$ cat src/core/uum_pkg.sv
// Purpose: Shared constants for the channel register map and line status logic
// Assumes: Eight-bit host bus, three-bit register address, 16-deep FIFOs
// Notes: Trigger levels and reset bytes are plain defaults
package uum_pkg;

	localparam int ADDR_W = 3;
	localparam int DATA_W = 8;
	localparam int LEVEL_W = 5;

	// Register addresses
	localparam logic [2:0] ADDR_DATA = 3'h0;
	localparam logic [2:0] ADDR_ENABLE = 3'h1;
	localparam logic [2:0] ADDR_ISR = 3'h2;
	localparam logic [2:0] ADDR_LCR = 3'h3;
	localparam logic [2:0] ADDR_MCR = 3'h4;
	localparam logic [2:0] ADDR_LSR = 3'h5;
	localparam logic [2:0] ADDR_MSR = 3'h6;
	localparam logic [2:0] ADDR_SPR = 3'h7;

	// Field positions
	localparam int LCR_DIV_BIT = 7;
	localparam int EFR_ENH_BIT = 4;
	localparam int FCR_EN_BIT = 0;
	localparam int FCR_RXRST_BIT = 1;
	localparam int FCR_TXRST_BIT = 2;
	localparam int IER_RX_BIT = 0;
	localparam int IER_TX_BIT = 1;
	localparam int IER_LS_BIT = 2;
	localparam int IER_MS_BIT = 3;
	localparam int IER_SLEEP_BIT = 4;
	localparam int IER_XOFF_BIT = 5;
	localparam int IER_RTS_BIT = 6;
	localparam int IER_CTS_BIT = 7;

	// Enhanced-access key and masks of the gated bits
	localparam logic [7:0] LCR_ENH_KEY = 8'hBF;
	localparam logic [7:0] IER_STD_MASK = 8'h0F;
	localparam logic [7:0] MCR_STD_MASK = 8'h1F;
	localparam logic [7:0] FCR_STD_MASK = 8'hCF;
	localparam logic [7:0] RESET_BYTE = 8'h00;

	// Interrupt source codes, bits 5:0
	localparam logic [5:0] ISR_LSR = 6'h06;
	localparam logic [5:0] ISR_TIMEOUT = 6'h0C;
	localparam logic [5:0] ISR_RXRDY = 6'h04;
	localparam logic [5:0] ISR_TXRDY = 6'h02;
	localparam logic [5:0] ISR_MSR = 6'h00;
	localparam logic [5:0] ISR_XOFF = 6'h10;
	localparam logic [5:0] ISR_FLOW = 6'h20;
	localparam logic [5:0] ISR_NONE = 6'h01;

	// Receive trigger levels selected by queue_control bits 7:6
	localparam logic [4:0] TRIG_LVL0 = 5'h01;
	localparam logic [4:0] TRIG_LVL1 = 5'h04;
	localparam logic [4:0] TRIG_LVL2 = 5'h08;
	localparam logic [4:0] TRIG_LVL3 = 5'h0E;

	// Idle value of synchronised pins: select and strobes high
	localparam logic [13:0] BUS_IDLE = 14'h3800;

	function automatic logic [4:0] trig_level(input logic [1:0] sel);
		case (sel)
			2'h0: trig_level = TRIG_LVL0;
			2'h1: trig_level = TRIG_LVL1;
			2'h2: trig_level = TRIG_LVL2;
			default: trig_level = TRIG_LVL3;
		endcase
	endfunction

	function automatic logic [7:0] enh_mask(input logic [7:0] std, input logic en);
		enh_mask = en ? 8'hFF : std;
	endfunction

endpackage

$ cat src/core/uum_sync.sv
// Purpose: Two-flop synchroniser for asynchronous host bus pins
// Assumes: Bits are sampled independently; bus cycles are slow
// Notes: First stage is read only by the second
`timescale 1ns/1ps
`default_nettype none
module uum_sync #(
	parameter int W = 1,
	parameter logic [W-1:0] RESET_VAL = '0
) (
	input  wire logic         mclk_i,
	input  wire logic         reset_n_i,
	input  wire logic [W-1:0] async_i,
	output logic      [W-1:0] sync_o
);
	logic [W-1:0] meta_q;

	always_ff @(posedge mclk_i or negedge reset_n_i) begin
		if (!reset_n_i) begin
			meta_q <= RESET_VAL;
			sync_o <= RESET_VAL;
		end else begin
			meta_q <= async_i;
			sync_o <= meta_q;
		end
	end
endmodule // uum_sync
`default_nettype wire

$ cat src/core/uum_err_tally.sv
// Purpose: Counts characters in the receive FIFO that carry an error
// Assumes: Push and pop come from the FIFO on the same clock
// Notes: Clear is a FIFO reset and wins over push and pop
`timescale 1ns/1ps
`default_nettype none
module uum_err_tally
	import uum_pkg::*;
(
	input  wire logic mclk_i,
	input  wire logic reset_n_i,
	input  wire logic push_i,
	input  wire logic push_err_i,
	input  wire logic pop_i,
	input  wire logic pop_err_i,
	input  wire logic clear_i,
	output logic      any_err_o
);
	logic [LEVEL_W-1:0] cnt_q;
	logic [LEVEL_W-1:0] cnt_d;
	wire                inc = push_i & push_err_i;
	wire                dec = pop_i & pop_err_i & (cnt_q != '0);

	assign cnt_d = clear_i ? '0 :
		(inc & ~dec) ? LEVEL_W'(cnt_q + 1'b1) :
		(dec & ~inc) ? LEVEL_W'(cnt_q - 1'b1) : cnt_q;
	assign any_err_o = cnt_q != '0;

	always_ff @(posedge mclk_i or negedge reset_n_i) begin
		if (!reset_n_i)
			cnt_q <= '0;
		else
			cnt_q <= cnt_d;
	end
endmodule // uum_err_tally
`default_nettype wire

$ cat src/core/uum_regs.sv
// Purpose: Register map, interrupt masking and line status of one channel
// Assumes: Host bus pins are asynchronous; FIFO and shifters are same-clock logic
// Notes: Bus cycle side effects take place when the strobe ends
`timescale 1ns/1ps
`default_nettype none
// Notes on behaviour
// - Enhanced bits of enable, status, queue and modem control work only with feature bit 4.
// - Enable register masks rx-ready, tx-empty, line and modem sources; status reports them.
// - FIFO and rx enabled: interrupt while receive level is at or above trigger.
// - Status bit 2 shows receive level while trigger reached, clear below it.
// - Line status bit 0 set once a character enters FIFO, clear when empty.
// - Receive and transmit conditions sit in separate line status bits.
// - Line status bit 1 set on receive overrun.
// - Line status bits 2 to 4 give errors of the head character.
// - Line status bit 5 high while transmit FIFO or holding register empty.
// - Line status bit 6 high only when transmit FIFO and shift register empty.
// - Line status bit 7 set while any stored character carries an error.
// - Enhanced bits ignored and read zero unless feature bit 4 is one.
// - Three-bit address decode; respond only while channel select is low.
// - Status read returns highest-priority pending source; others wait.
module uum_regs
	import uum_pkg::*;
(
	input  wire logic        mclk_i,
	input  wire logic        reset_n_i,
	input  wire logic [2:0]  bus_addr_i,
	input  wire logic        chan_select_n_i,
	input  wire logic        read_n_i,
	input  wire logic        write_n_i,
	input  wire logic [7:0]  bus_data_i,
	output logic      [7:0]  bus_data_o,
	output logic             bus_data_oe_o,
	input  wire logic [7:0]  rx_data_i,
	input  wire logic [4:0]  rx_count_i,
	input  wire logic        rx_push_i,
	input  wire logic        rx_push_err_i,
	input  wire logic [2:0]  rx_head_err_i,
	input  wire logic        rx_overrun_i,
	input  wire logic        rx_timeout_i,
	input  wire logic        tx_fifo_empty_i,
	input  wire logic        tx_shift_empty_i,
	input  wire logic [7:0]  modem_status_i,
	input  wire logic        xoff_seen_i,
	input  wire logic        flow_pin_rise_i,
	output logic             irq_o,
	output logic             rx_read_o,
	output logic             tx_write_o,
	output logic      [7:0]  tx_data_o,
	output logic             modem_read_o,
	output logic             rx_fifo_reset_o,
	output logic             tx_fifo_reset_o,
	output logic      [7:0]  queue_control_o,
	output logic      [7:0]  interrupt_enable_o,
	output logic      [7:0]  line_format_o,
	output logic      [7:0]  modem_output_o,
	output logic      [7:0]  divisor_low_o,
	output logic      [7:0]  divisor_high_o,
	output logic      [7:0]  enhanced_feature_o,
	output logic      [7:0]  resume_char_one_o,
	output logic      [7:0]  resume_char_two_o,
	output logic      [7:0]  pause_char_one_o,
	output logic      [7:0]  pause_char_two_o
);
	// Pin synchronisation
	logic [13:0] pins_s;
	logic        rd_act_q;
	logic        wr_act_q;
	logic [2:0]  addr_q;
	logic [7:0]  wdata_q;
	logic [7:0]  spr_q;
	logic        overrun_q;
	logic        tx_int_q;
	logic        tx_empty_q;
	logic        xoff_int_q;
	logic        flow_int_q;
	logic        err_glob;

	uum_sync #(.W(14), .RESET_VAL(BUS_IDLE)) u_sync (
		.mclk_i    (mclk_i),
		.reset_n_i (reset_n_i),
		.async_i   ({chan_select_n_i, read_n_i, write_n_i, bus_addr_i, bus_data_i}),
		.sync_o    (pins_s)
	);

	wire       s_cs_n  = pins_s[13];
	wire       s_rd_n  = pins_s[12];
	wire       s_wr_n  = pins_s[11];
	wire [2:0] s_addr  = pins_s[10:8];
	wire [7:0] s_wdata = pins_s[7:0];
	wire       rd_act  = ~s_cs_n & ~s_rd_n;
	wire       wr_act  = ~s_cs_n & ~s_wr_n;
	// Latched address and data of the last active cycle drive the commit
	wire       rd_end  = rd_act_q & ~rd_act;
	wire       wr_end  = wr_act_q & ~wr_act;

	// Map steering
	wire enh_map  = line_format_o == LCR_ENH_KEY;
	wire div_map  = line_format_o[LCR_DIV_BIT];
	wire enh_on   = enhanced_feature_o[EFR_ENH_BIT];
	wire fifo_en  = queue_control_o[FCR_EN_BIT];

	wire wr_data  = wr_end & (addr_q == ADDR_DATA) & ~div_map;
	wire wr_ier   = wr_end & (addr_q == ADDR_ENABLE) & ~div_map;
	wire wr_fcr   = wr_end & (addr_q == ADDR_ISR) & ~enh_map;
	wire wr_efr   = wr_end & (addr_q == ADDR_ISR) & enh_map;
	wire rd_rhr   = rd_end & (addr_q == ADDR_DATA) & ~div_map;
	wire rd_isr   = rd_end & (addr_q == ADDR_ISR) & ~enh_map;
	wire rd_lsr   = rd_end & (addr_q == ADDR_LSR) & ~enh_map;
	wire rd_msr   = rd_end & (addr_q == ADDR_MSR) & ~enh_map;
	wire rx_rst   = wr_fcr & wdata_q[FCR_EN_BIT] & wdata_q[FCR_RXRST_BIT];
	wire tx_rst   = wr_fcr & wdata_q[FCR_EN_BIT] & wdata_q[FCR_TXRST_BIT];

	// Line status
	wire       rx_has  = rx_count_i != '0;
	wire [2:0] head_er = rx_has ? rx_head_err_i : 3'h0;
	wire [7:0] lsr_byte = {err_glob & rx_has,
		tx_fifo_empty_i & tx_shift_empty_i,
		tx_fifo_empty_i,
		head_er, overrun_q, rx_has};

	uum_err_tally u_tally (
		.mclk_i     (mclk_i),
		.reset_n_i  (reset_n_i),
		.push_i     (rx_push_i),
		.push_err_i (rx_push_err_i),
		.pop_i      (rd_rhr),
		.pop_err_i  (|head_er),
		.clear_i    (rx_rst),
		.any_err_o  (err_glob)
	);

	// Interrupt sources and priority
	wire [7:0] interrupt_enable_reg     = interrupt_enable_o;
	wire [4:0] trig    = trig_level(queue_control_o[7:6]);
	wire       rx_lvl  = fifo_en ? (rx_count_i >= trig) : rx_has;
	wire       p_ls    = interrupt_enable_reg[IER_LS_BIT] & (overrun_q | (|head_er));
	wire       p_to    = interrupt_enable_reg[IER_RX_BIT] & fifo_en & rx_timeout_i & rx_has;
	wire       p_rx    = interrupt_enable_reg[IER_RX_BIT] & rx_lvl;
	wire       p_tx    = interrupt_enable_reg[IER_TX_BIT] & tx_int_q;
	wire       p_ms    = interrupt_enable_reg[IER_MS_BIT] & (|modem_status_i[3:0]);
	wire       p_xo    = enh_on & interrupt_enable_reg[IER_XOFF_BIT] & xoff_int_q;
	wire       p_fl    = enh_on & (interrupt_enable_reg[IER_RTS_BIT] | interrupt_enable_reg[IER_CTS_BIT]) & flow_int_q;
	wire [5:0] isr_code = p_ls ? ISR_LSR :
		p_to ? ISR_TIMEOUT :
		p_rx ? ISR_RXRDY :
		p_tx ? ISR_TXRDY :
		p_ms ? ISR_MSR :
		p_xo ? ISR_XOFF :
		p_fl ? ISR_FLOW : ISR_NONE;
	wire [7:0] isr_byte = {fifo_en, fifo_en, isr_code};

	// Transmit-ready arms on an empty edge or when enabled while empty
	wire tx_arm = (tx_fifo_empty_i & ~tx_empty_q) |
		(wr_ier & wdata_q[IER_TX_BIT] & ~interrupt_enable_reg[IER_TX_BIT] & tx_fifo_empty_i);
	wire tx_clr = wr_data | (rd_isr & isr_code == ISR_TXRDY);
	wire xo_clr = rd_isr & isr_code == ISR_XOFF;

	// Read mux, shared addresses chosen by the divisor bit (addresses 0 and 1) or the map key (2 and 4 to 7)
	wire [7:0] rd_mux =
		(s_addr == ADDR_DATA)   ? (div_map ? divisor_low_o : rx_data_i) :
		(s_addr == ADDR_ENABLE) ? (div_map ? divisor_high_o : interrupt_enable_reg) :
		(s_addr == ADDR_ISR)    ? (enh_map ? enhanced_feature_o : isr_byte) :
		(s_addr == ADDR_LCR)    ? line_format_o :
		(s_addr == ADDR_MCR)    ? (enh_map ? resume_char_one_o : modem_output_o) :
		(s_addr == ADDR_LSR)    ? (enh_map ? resume_char_two_o : lsr_byte) :
		(s_addr == ADDR_MSR)    ? (enh_map ? pause_char_one_o : modem_status_i) :
		(enh_map ? pause_char_two_o : spr_q);

	// Write masks; enhanced bits cannot be written while disabled
	wire [7:0] ier_mask = enh_mask(IER_STD_MASK, enh_on);
	wire [7:0] mcr_mask = enh_mask(MCR_STD_MASK, enh_on);
	wire [7:0] fcr_mask = enh_mask(FCR_STD_MASK, enh_on);
	wire       enh_drop = wr_efr & ~wdata_q[EFR_ENH_BIT];

	always_ff @(posedge mclk_i or negedge reset_n_i) begin
		if (!reset_n_i) begin
			rd_act_q <= 1'b0;
			wr_act_q <= 1'b0;
			addr_q   <= 3'h0;
			wdata_q  <= RESET_BYTE;
		end else begin
			rd_act_q <= rd_act;
			wr_act_q <= wr_act;
			addr_q   <= s_addr;
			wdata_q  <= s_wdata;
		end
	end

	always_ff @(posedge mclk_i or negedge reset_n_i) begin
		if (!reset_n_i) begin
			bus_data_o    <= RESET_BYTE;
			bus_data_oe_o <= 1'b0;
			irq_o         <= 1'b0;
		end else begin
			bus_data_o    <= rd_act ? rd_mux : RESET_BYTE;
			bus_data_oe_o <= rd_act;
			irq_o         <= isr_code != ISR_NONE;
		end
	end

	// Sticky flags: a set in the clearing cycle wins
	always_ff @(posedge mclk_i or negedge reset_n_i) begin
		if (!reset_n_i) begin
			overrun_q  <= 1'b0;
			tx_int_q   <= 1'b0;
			tx_empty_q <= 1'b1;
			xoff_int_q <= 1'b0;
			flow_int_q <= 1'b0;
		end else begin
			overrun_q  <= rx_overrun_i | (overrun_q & ~rd_lsr);
			tx_int_q   <= tx_arm | (tx_int_q & ~tx_clr);
			tx_empty_q <= tx_fifo_empty_i;
			xoff_int_q <= xoff_seen_i | (xoff_int_q & ~xo_clr);
			flow_int_q <= flow_pin_rise_i | (flow_int_q & ~rd_msr);
		end
	end

	// Side-effect pulses
	always_ff @(posedge mclk_i or negedge reset_n_i) begin
		if (!reset_n_i) begin
			rx_read_o       <= 1'b0;
			tx_write_o      <= 1'b0;
			tx_data_o       <= RESET_BYTE;
			modem_read_o    <= 1'b0;
			rx_fifo_reset_o <= 1'b0;
			tx_fifo_reset_o <= 1'b0;
		end else begin
			rx_read_o       <= rd_rhr;
			tx_write_o      <= wr_data;
			tx_data_o       <= wr_data ? wdata_q : tx_data_o;
			modem_read_o    <= rd_msr;
			rx_fifo_reset_o <= rx_rst;
			tx_fifo_reset_o <= tx_rst;
		end
	end

	// Stored registers
	always_ff @(posedge mclk_i or negedge reset_n_i) begin
		if (!reset_n_i) begin
			queue_control_o    <= RESET_BYTE;
			interrupt_enable_o <= RESET_BYTE;
			line_format_o      <= RESET_BYTE;
			modem_output_o     <= RESET_BYTE;
			divisor_low_o      <= RESET_BYTE;
			divisor_high_o     <= RESET_BYTE;
			enhanced_feature_o <= RESET_BYTE;
			resume_char_one_o  <= RESET_BYTE;
			resume_char_two_o  <= RESET_BYTE;
			pause_char_one_o   <= RESET_BYTE;
			pause_char_two_o   <= RESET_BYTE;
			spr_q              <= RESET_BYTE;
		end else if (enh_drop) begin
			// Dropping the feature bit clears every gated bit at once
			enhanced_feature_o <= wdata_q;
			interrupt_enable_o <= interrupt_enable_o & IER_STD_MASK;
			modem_output_o     <= modem_output_o & MCR_STD_MASK;
			queue_control_o    <= queue_control_o & FCR_STD_MASK;
		end else if (wr_end) begin
			case (addr_q)
				ADDR_DATA: begin
					if (div_map)
						divisor_low_o <= wdata_q;
				end
				ADDR_ENABLE: begin
					if (div_map)
						divisor_high_o <= wdata_q;
					else
						interrupt_enable_o <= wdata_q & ier_mask;
				end
				ADDR_ISR: begin
					if (enh_map)
						enhanced_feature_o <= wdata_q;
					else if (wdata_q[FCR_EN_BIT])
						queue_control_o <= wdata_q & fcr_mask & 8'hF9;
					else
						queue_control_o <= queue_control_o & 8'hFE;
				end
				ADDR_LCR: line_format_o <= wdata_q;
				ADDR_MCR: begin
					if (enh_map)
						resume_char_one_o <= wdata_q;
					else
						modem_output_o <= wdata_q & mcr_mask;
				end
				ADDR_LSR: begin
					if (enh_map)
						resume_char_two_o <= wdata_q;
				end
				ADDR_MSR: begin
					if (enh_map)
						pause_char_one_o <= wdata_q;
				end
				default: begin
					if (enh_map)
						pause_char_two_o <= wdata_q;
					else
						spr_q <= wdata_q;
				end
			endcase
		end
	end
endmodule // uum_regs
`default_nettype wire

$ cat config.mk
export PLATFORM = sky130hd
export DESIGN_NAME = uum_regs
export DESIGN_NICKNAME = d
export VERILOG_FILES = /design/src/core/uum_pkg.sv /design/src/core/uum_sync.sv /design/src/core/uum_err_tally.sv /design/src/core/uum_regs.sv
export SDC_FILE = /design/constraint.sdc
export NUM_CORES = 1
export LEC_CHECK = 0
export BUFFER_PORTS_ARGS = -buffer_cell sky130_fd_sc_hd__buf_2
export CAP_MARGIN = 20
export CORE_UTILIZATION = 54
export CTS_BUF_LIST = sky130_fd_sc_hd__clkbuf_16
export DETAILED_ROUTE_END_ITERATION = 7
export PLACE_DENSITY_LB_ADDON = 0.08
export SYNTH_ARGS = -nofsm -noshare
export SYNTH_HDL_FRONTEND = slang
export SYNTH_SLANG_ARGS = --single-unit
$ cat constraint.sdc
create_clock -name mclk_i -period 3.6 [get_ports mclk_i]
set_input_delay 0.36 -clock mclk_i [delete_from_list [all_inputs] [get_ports mclk_i]]
set_output_delay 0.36 -clock mclk_i [all_outputs]
set_load 0.02 [all_outputs]
==> reports/metrics.cfg, run 1 <==
[outcome]
status=finished, final reports clean

[logic_synthesis]
synth_edf_count=0
netlist_area_um2=7600
synthTopCellsByArea=dfrtp_1 53%, mux2_2 11%, nand2_1 4.1%, mux2i_1 3.0%, o21ai_0 2.9%
syn_inst=669
synth_area_leader_cell=dfrtp_1
synth_top_cell_area_share=0.527
ys_warn_count=0
synth-seq-cells=167
synthArstFlopShare=1.00
syn-mean-instance-area_um2=11.4
yosys_most_used_dff=dfrtp_1
ys_types=75
ys_seq_area_frac=0.551

[sta]
hold_violations=0
fin_setup_tns_ns=0
period_share=0.908
fin_worst_skew_ns=0.00696
slew_headroom=0.302
finalMaxSlewViolations=0
post-route-min-period_ns=3.27
final-setup-viol-count=0
rsz0062_at_grt=no
tightest_slew_ns=1.04
fin_ws_ns=0.333
fmax_mhz=306

[power_and_ir_drop]
power_uw=4890
vdd_drop_max_mv=0.347
p_per_area_nw_per_um2=536
leakage_uw=0.00453

[critical_path]
worstSetupStartpointType=flop
endpoint_kind=flop
r2r-start=u_tally.cnt_q[0]
timing.rr.end=u_tally.cnt_q[4]
critPathArrivalTime_ns=3.58
cp_max_fo=8
reg2reg_depth=9
required_ns=3.92
rrSetupSlack_ns=0.33
crit_type=reg -> reg

[worst_hold_path]
hp-class=in -> reg
min_from=read_n_i
hold_depth=1
worstHoldEndpoint=u_sync.meta_q[12]

[die]
core_area_um2=13500
pin_count=159
fp.dieH_um=121
die_area_um2=14500
die-width_um=121
fp-row-count=42
start_util=0.562

[global_routing]
grt_pass1_wl_um=34700
met3_usage=0.0637
gr-usage-met2=0.514
antenna_found_initial=0
grt-ovfl-total=0
grt_max_degree=71
grt.met1_usage=0.466
busiest_layer=met2
grt_pass1_vias=6011
groute.usage.overall=0.331

[cts]
post-cts-setup-buffers=0
cts_tree=yes
cts.clk_slew.worst_paths_ns=0.07
htreeDepth=4
cts_buffers=17
clkSinkCount=167
cts_resized=0
cts_hold_buffers=1
cts.path.max_buffers=2
clkLatencyLatePin_ns=0.43
root_buffer=clkbuf_16

[drt]
drc=0
ant_nets=0
dr_total_vias=6196
drtIter0Drc=585
viasPerCell=6.15
dr.pass1.iters=5
wl_per_cell_um=22.8
drt_wl_total_um=23000

[layout]
insertedDiodeCount=0
final_common_cell=dfrtp_1
area_growth_pct=19.9
drive_above_1_share=0.355
fin_nets=875
nFillCells=1061
fin_area_um2=9110
final_cell_mix=160 x dfrtp_1, 155 x buf_2, 83 x nand2_1

[placement]
place_ws_ns=0.374
gp_congestion=0.912
port_buffers=156
dpl_cell_area_um2=8540
dp.final_hpwl_um=16500

[run]
cap_viol_max_count=0

## worst max path at each step
stage	start	endpoint	cells after the start
final	u_tally.cnt_q[0]	u_tally.cnt_q[4]	9
after global routing	u_tally.cnt_q[0]	u_tally.cnt_q[4]	9
after CTS	u_tally.cnt_q[0]	u_tally.cnt_q[4]	9
after detailed placement	u_tally.cnt_q[0]	u_tally.cnt_q[4]	9
after global placement	rx_count_i[0]	u_tally.cnt_q[4]	10
after floorplan	line_format_o[7]	u_tally.cnt_q[4]	10
## metal layers
| metal | routed length [um] | part of all wire |
|---|---|---|
| met4 | 710 | 0.031 |
| met1 | 9940 | 0.43 |
| met5 | 0 | 0 |
| met2 | 10600 | 0.46 |
| met3 | 1730 | 0.076 |
## registers in the layout (all words and copies together), names as in the netlist, 3 cells and up
register	cells
bus_data_o	8
addr_q	3
u_sync.meta_q	14
pause_char_one_o	8
u_tally.cnt_q	5
wdata_q	8
divisor_low_o	8
line_format_o	8
modem_output_o	8
pause_char_two_o	8
interrupt_enable_o	8
tx_data_o	8
u_sync.sync_o	14
queue_control_o	6
resume_char_one_o	8
divisor_high_o	8
enhanced_feature_o	8
resume_char_two_o	8
spr_q	8
## cells by family after synthesis
family	count (synthesis)	share of synthesized area
and+or+nand+nor	189	0.123
DFF	167	0.551
AOI/OAI and AO/OA	146	0.128
muxes	99	0.149
buffers and inverters	56	0.0311
adders and majority gates	8	0.0142
xor gates and xnor gates	3	0.00346
other	1	0.000494
## area by class of cell
type	instances	area (um^2)	area share
Timing Repair Buffer	169	900	0.0987
Clock inverter	15	139	0.0152
Multi-Input combinational cell	447	3180	0.349
Tap cell	176	220	0.0242
Inverter	17	63.8	0.00700
Sequential cell	167	4190	0.460
Clock buffer	17	425	0.0467
## worst max-delay path, cell delays in order, from the launching register on
cell	delay [ns]
dfrtp_1	0.45
or4_1	0.58
o22a_1	0.24
a21oi_2	0.25
inv_1	0.21
fa_1	0.46
a21o_1	0.20
a21oi_1	0.20
mux2i_1	0.23
mux2_1	0.34
## metrics by stage
stage | hold WS [ns] | utilization | std cells
after floorplan | 0.0644 | - | 670
after global placement | 0.333 | 0.632 | 975
after detailed placement | 0.335 | 0.632 | 975
after CTS | 0.0107 | 0.675 | 1008
after global routing | 0.00480 | 0.675 | 1008
final | 0.0226 | 0.675 | 1008
## where the power goes
group | leakage, uW | internal [uW] | total, uW | switching (uW)
sequential | 0.00214 | 2050 | 2240 | 190
combinational | 0.00211 | 365 | 905 | 540
clock | 0.000275 | 915 | 1740 | 828
## cell usage after synthesis, drive strengths merged (3+ instances only)
master and count:
o2bb2ai 4, and2 3, buf 14, clkbuf 25
a221oi 6, a211oi 9, nand4 5, a32o 6
a31oi 8, o21ai 44, nor3 18, nand2b 7
nand3 20, o31ai 4, inv 17, or3 4
dfstp 7, or2 3, nand2 83, nor3b 4
nor2b 6, nor4 4, a21oi 28, mux4 4
o22ai 3, dfrtp 160, mux2 72, a21o 5
mux2i 23, ha 7, o21a 3, nor2 21
or4 3
Power figures use the tool's default switching activity.
==> run 2: changes to the inputs <==
--- a/config.mk
+++ b/config.mk
@@ -7,7 +7,7 @@
 export LEC_CHECK = 0
 export BUFFER_PORTS_ARGS = -buffer_cell sky130_fd_sc_hd__buf_2
 export CAP_MARGIN = 20
-export CORE_UTILIZATION = 54
+export CORE_UTILIZATION = 47
 export CTS_BUF_LIST = sky130_fd_sc_hd__clkbuf_16
 export DETAILED_ROUTE_END_ITERATION = 7
 export PLACE_DENSITY_LB_ADDON = 0.08
==> constraint.sdc (replaced) <==
create_clock -name mclk_i -period 2.8 [get_ports mclk_i]
set_input_delay 0.28 -clock mclk_i [delete_from_list [all_inputs] [get_ports mclk_i]]
set_output_delay 0.28 -clock mclk_i [all_outputs]
set_load 0.02 [all_outputs]
==> run 2 against run 1 <==
Critical path depth stayed put; first-iteration DRC count fell by 21%; sequential share of layout area fell by 2.4 points; clock-buffer cell count unchanged; setup slack worse by 0.23 ns; non-clock buffer count up 46; maximum frequency up 21%; critical endpoint unchanged; highest routed layer unchanged.
==> reports/metrics.cfg, run 2 (synthesis results as in run 1) <==
[critical_path]
cp_num_cells=9  ; unchanged
cp_slowest_cell=or4_4  ; was or4_1
reg2reg_depth=9  ; unchanged
worst-path-buf-inv=1  ; unchanged
endpoint_kind=flop  ; unchanged
cp_max_fo=3  ; was 8
path_cells=or4_4 -> o22a_1 -> a21oi_2 -> inv_2 -> fa_2 -> a21o_1 -> a21oi_2 -> mux2i_1 -> mux2_1  ; was or4_1 -> o22a_1 -> a21oi_2 -> inv_1 -> fa_1 -> a21o_1 -> a21oi_1 -> mux2i_1 -> mux2_1
worstSetupStartpointType=flop  ; unchanged
crit_family=compound AO/OA/AOI/OAI gates  ; unchanged
startpoint=u_tally.cnt_q[0]  ; unchanged
required_ns=3.11  ; was 3.92 ns
crit_type=reg -> reg  ; unchanged
r2r-start=u_tally.cnt_q[0]  ; unchanged
crit_path_max_incr_delay_ns=0.55  ; was 0.58 ns
cpMostUsedCell=a21oi_2
critPathArrivalTime_ns=3.01  ; was 3.58 ns

[die]
start_util=0.480  ; was 0.562
fp.dieH_um=129  ; was 121 um
fp-row-count=46  ; was 42
die-width_um=129  ; was 121 um
core_area_um2=15800  ; was 13500 um^2
die_area_um2=16700  ; was 14500 um^2
pin_count=159  ; unchanged

[global_routing]
grt_max_degree=81  ; was 71
grt_pass1_vias=6314  ; was 6011
grt-ovfl-total=0  ; unchanged
met3_usage=0.0574  ; was 0.0637
busiest_layer=met2  ; unchanged
antenna_found_initial=0  ; unchanged
grt.met1_usage=0.400  ; was 0.466
grt_pass1_wl_um=36800  ; was 34700 um
groute.usage.overall=0.309  ; was 0.331
gr-usage-met2=0.507  ; was 0.514

[layout]
final_common_cell=dfrtp_1  ; unchanged
fin_nets=921  ; was 875
drive_above_1_share=0.380  ; was 0.355
seq_area_um2=4190  ; about the same
utilization=0.608  ; was 0.675
final_cells=1095  ; was 1008
final_cell_mix=159 x dfrtp_1, 155 x buf_2, 83 x nand2_1  ; was 160 x dfrtp_1, 155 x buf_2, 83 x nand2_1
reg_top3=u_sync.meta_q (14), u_sync.sync_o (14)  ; unchanged
nFillCells=1346  ; was 1061
multi_input_area_um2=3210  ; was 3180 um^2
area_growth_pct=26.6  ; was 19.9%

[drt]
drc=0  ; unchanged
dr_total_vias=6327  ; was 6196
wl_per_cell_um=22.4  ; was 22.8 um
dr.pass1.iters=5  ; unchanged
ant_nets=0  ; unchanged
drtIter0Drc=464  ; was 585
drt_wl_total_um=24600  ; was 23000 um
viasPerCell=5.78  ; was 6.15

[power_and_ir_drop]
vdd_drop_max_mv=0.491  ; was 0.347 mV
leakage_uw=0.00477  ; was 0.00453 uW
p_per_area_nw_per_um2=677  ; was 536 nW/um^2

[sta]
fin_worst_skew_ns=0.00932  ; was 0.00696 ns
period_share=0.964  ; was 0.908
holdWs_ns=0.0144  ; was 0.0226 ns
fmax_mhz=371  ; was 306 MHz
fin_setup_tns_ns=0  ; unchanged
hold_violations=0  ; unchanged
slew_headroom=0.448  ; was 0.302
final-setup-viol-count=0  ; unchanged
post-route-min-period_ns=2.70  ; was 3.27 ns
finalMaxSlewViolations=0  ; unchanged
fin_ws_ns=0.101  ; was 0.333 ns
tightest_slew_ns=0.827  ; was 1.04 ns

[placement]
placed_cells_incl_taps=1044  ; was 975
place_ws_ns=0.0339  ; was 0.374 ns
gp_congestion=0.932  ; was 0.912
port_buffers=156  ; unchanged
dp.final_hpwl_um=18000  ; was 16500 um

[cts]
clkSinkCount=167  ; unchanged
cts_tree=yes  ; unchanged
root_buffer=clkbuf_16  ; unchanged
cts.clk_slew.worst_paths_ns=0.07  ; about the same
clkLatencyLatePin_ns=0.43  ; about the same
htreeDepth=4  ; unchanged
cts_buffers=17  ; unchanged
cts.path.max_buffers=2  ; unchanged

[worst_hold_path]
hp-class=in -> reg  ; unchanged
min_from=tx_fifo_empty_i  ; was read_n_i
hold_depth=1  ; unchanged

[outcome]
status=finished, final reports clean  ; unchanged

[run]
cap_viol_max_count=0  ; unchanged

==> run 2: cell type report <==
type,count,area share
multi-input combinational,447,0.334
clock inverter,15,0.0183
clock buffer,17,0.0442
sequential,167,0.436
antenna,1,0.000260
inverter,17,0.00664
timing repair buffer,215,0.133
tap,216,0.0281
==> run 2: per-layer routing <==
| layer | share of wire | up-vias |
|---|---|---|
| li1 | - | 2829 |
| met1 | 0.43 | 3195 |
| met2 | 0.48 | 251 |
| met3 | 0.058 | 52 |
| met4 | 0.038 | 0 |
| met5 | 0 | - |
==> run 2: stage by stage <==
step	total power [uW]	cell area, um^2
2_1_floorplan	3600	7610
3_3_place_gp	4090	8820
3_5_place_dp	4130	8820
4_1_cts	6520	9570
5_1_grt	6780	9610
6_report	6510	9620
==> run 2: repair_timing <==
action,CTS,global route
buffers inserted,0,3
endpoints found under the setup margin,0,1
hold endpoints to repair,89,0
resized for setup,0,3
hold buffers,15,0
==> run 2: worst register-to-register path: cells and delay by family (launching register included) <==
| kind | cells | cell delay [ns] |
|---|---|---|
| flip-flops | 1 | 0.38 |
| buffers and inverters | 1 | 0.09 |
| adder cells (fa/ha/maj) | 1 | 0.36 |
| multiplexers | 2 | 0.53 |
| AO/OA/AOI/OAI | 4 | 0.68 |
| AND/OR/NAND/NOR | 1 | 0.55 |
==> run 2: report_power, final <==
group	total (uW)	switching [uW]	internal [uW]
Combinational	1260	722	543
Sequential	2870	237	2640
Clock	2370	1090	1280
Total	6510	2050	4460
==> run 2: final timing paths <==
path | slack (ns) | end
setup / recovery | 0.10 | u_tally.cnt_q[4]
hold / removal | 0.01 | tx_empty_q
setup reg to reg | 0.10 | u_tally.cnt_q[4]
hold reg to reg | 0.35 | wdata_q[2]
max in group asynchronous | 1.55 | wdata_q[1]
min in group asynchronous | 0.45 | u_sync.meta_q[6]
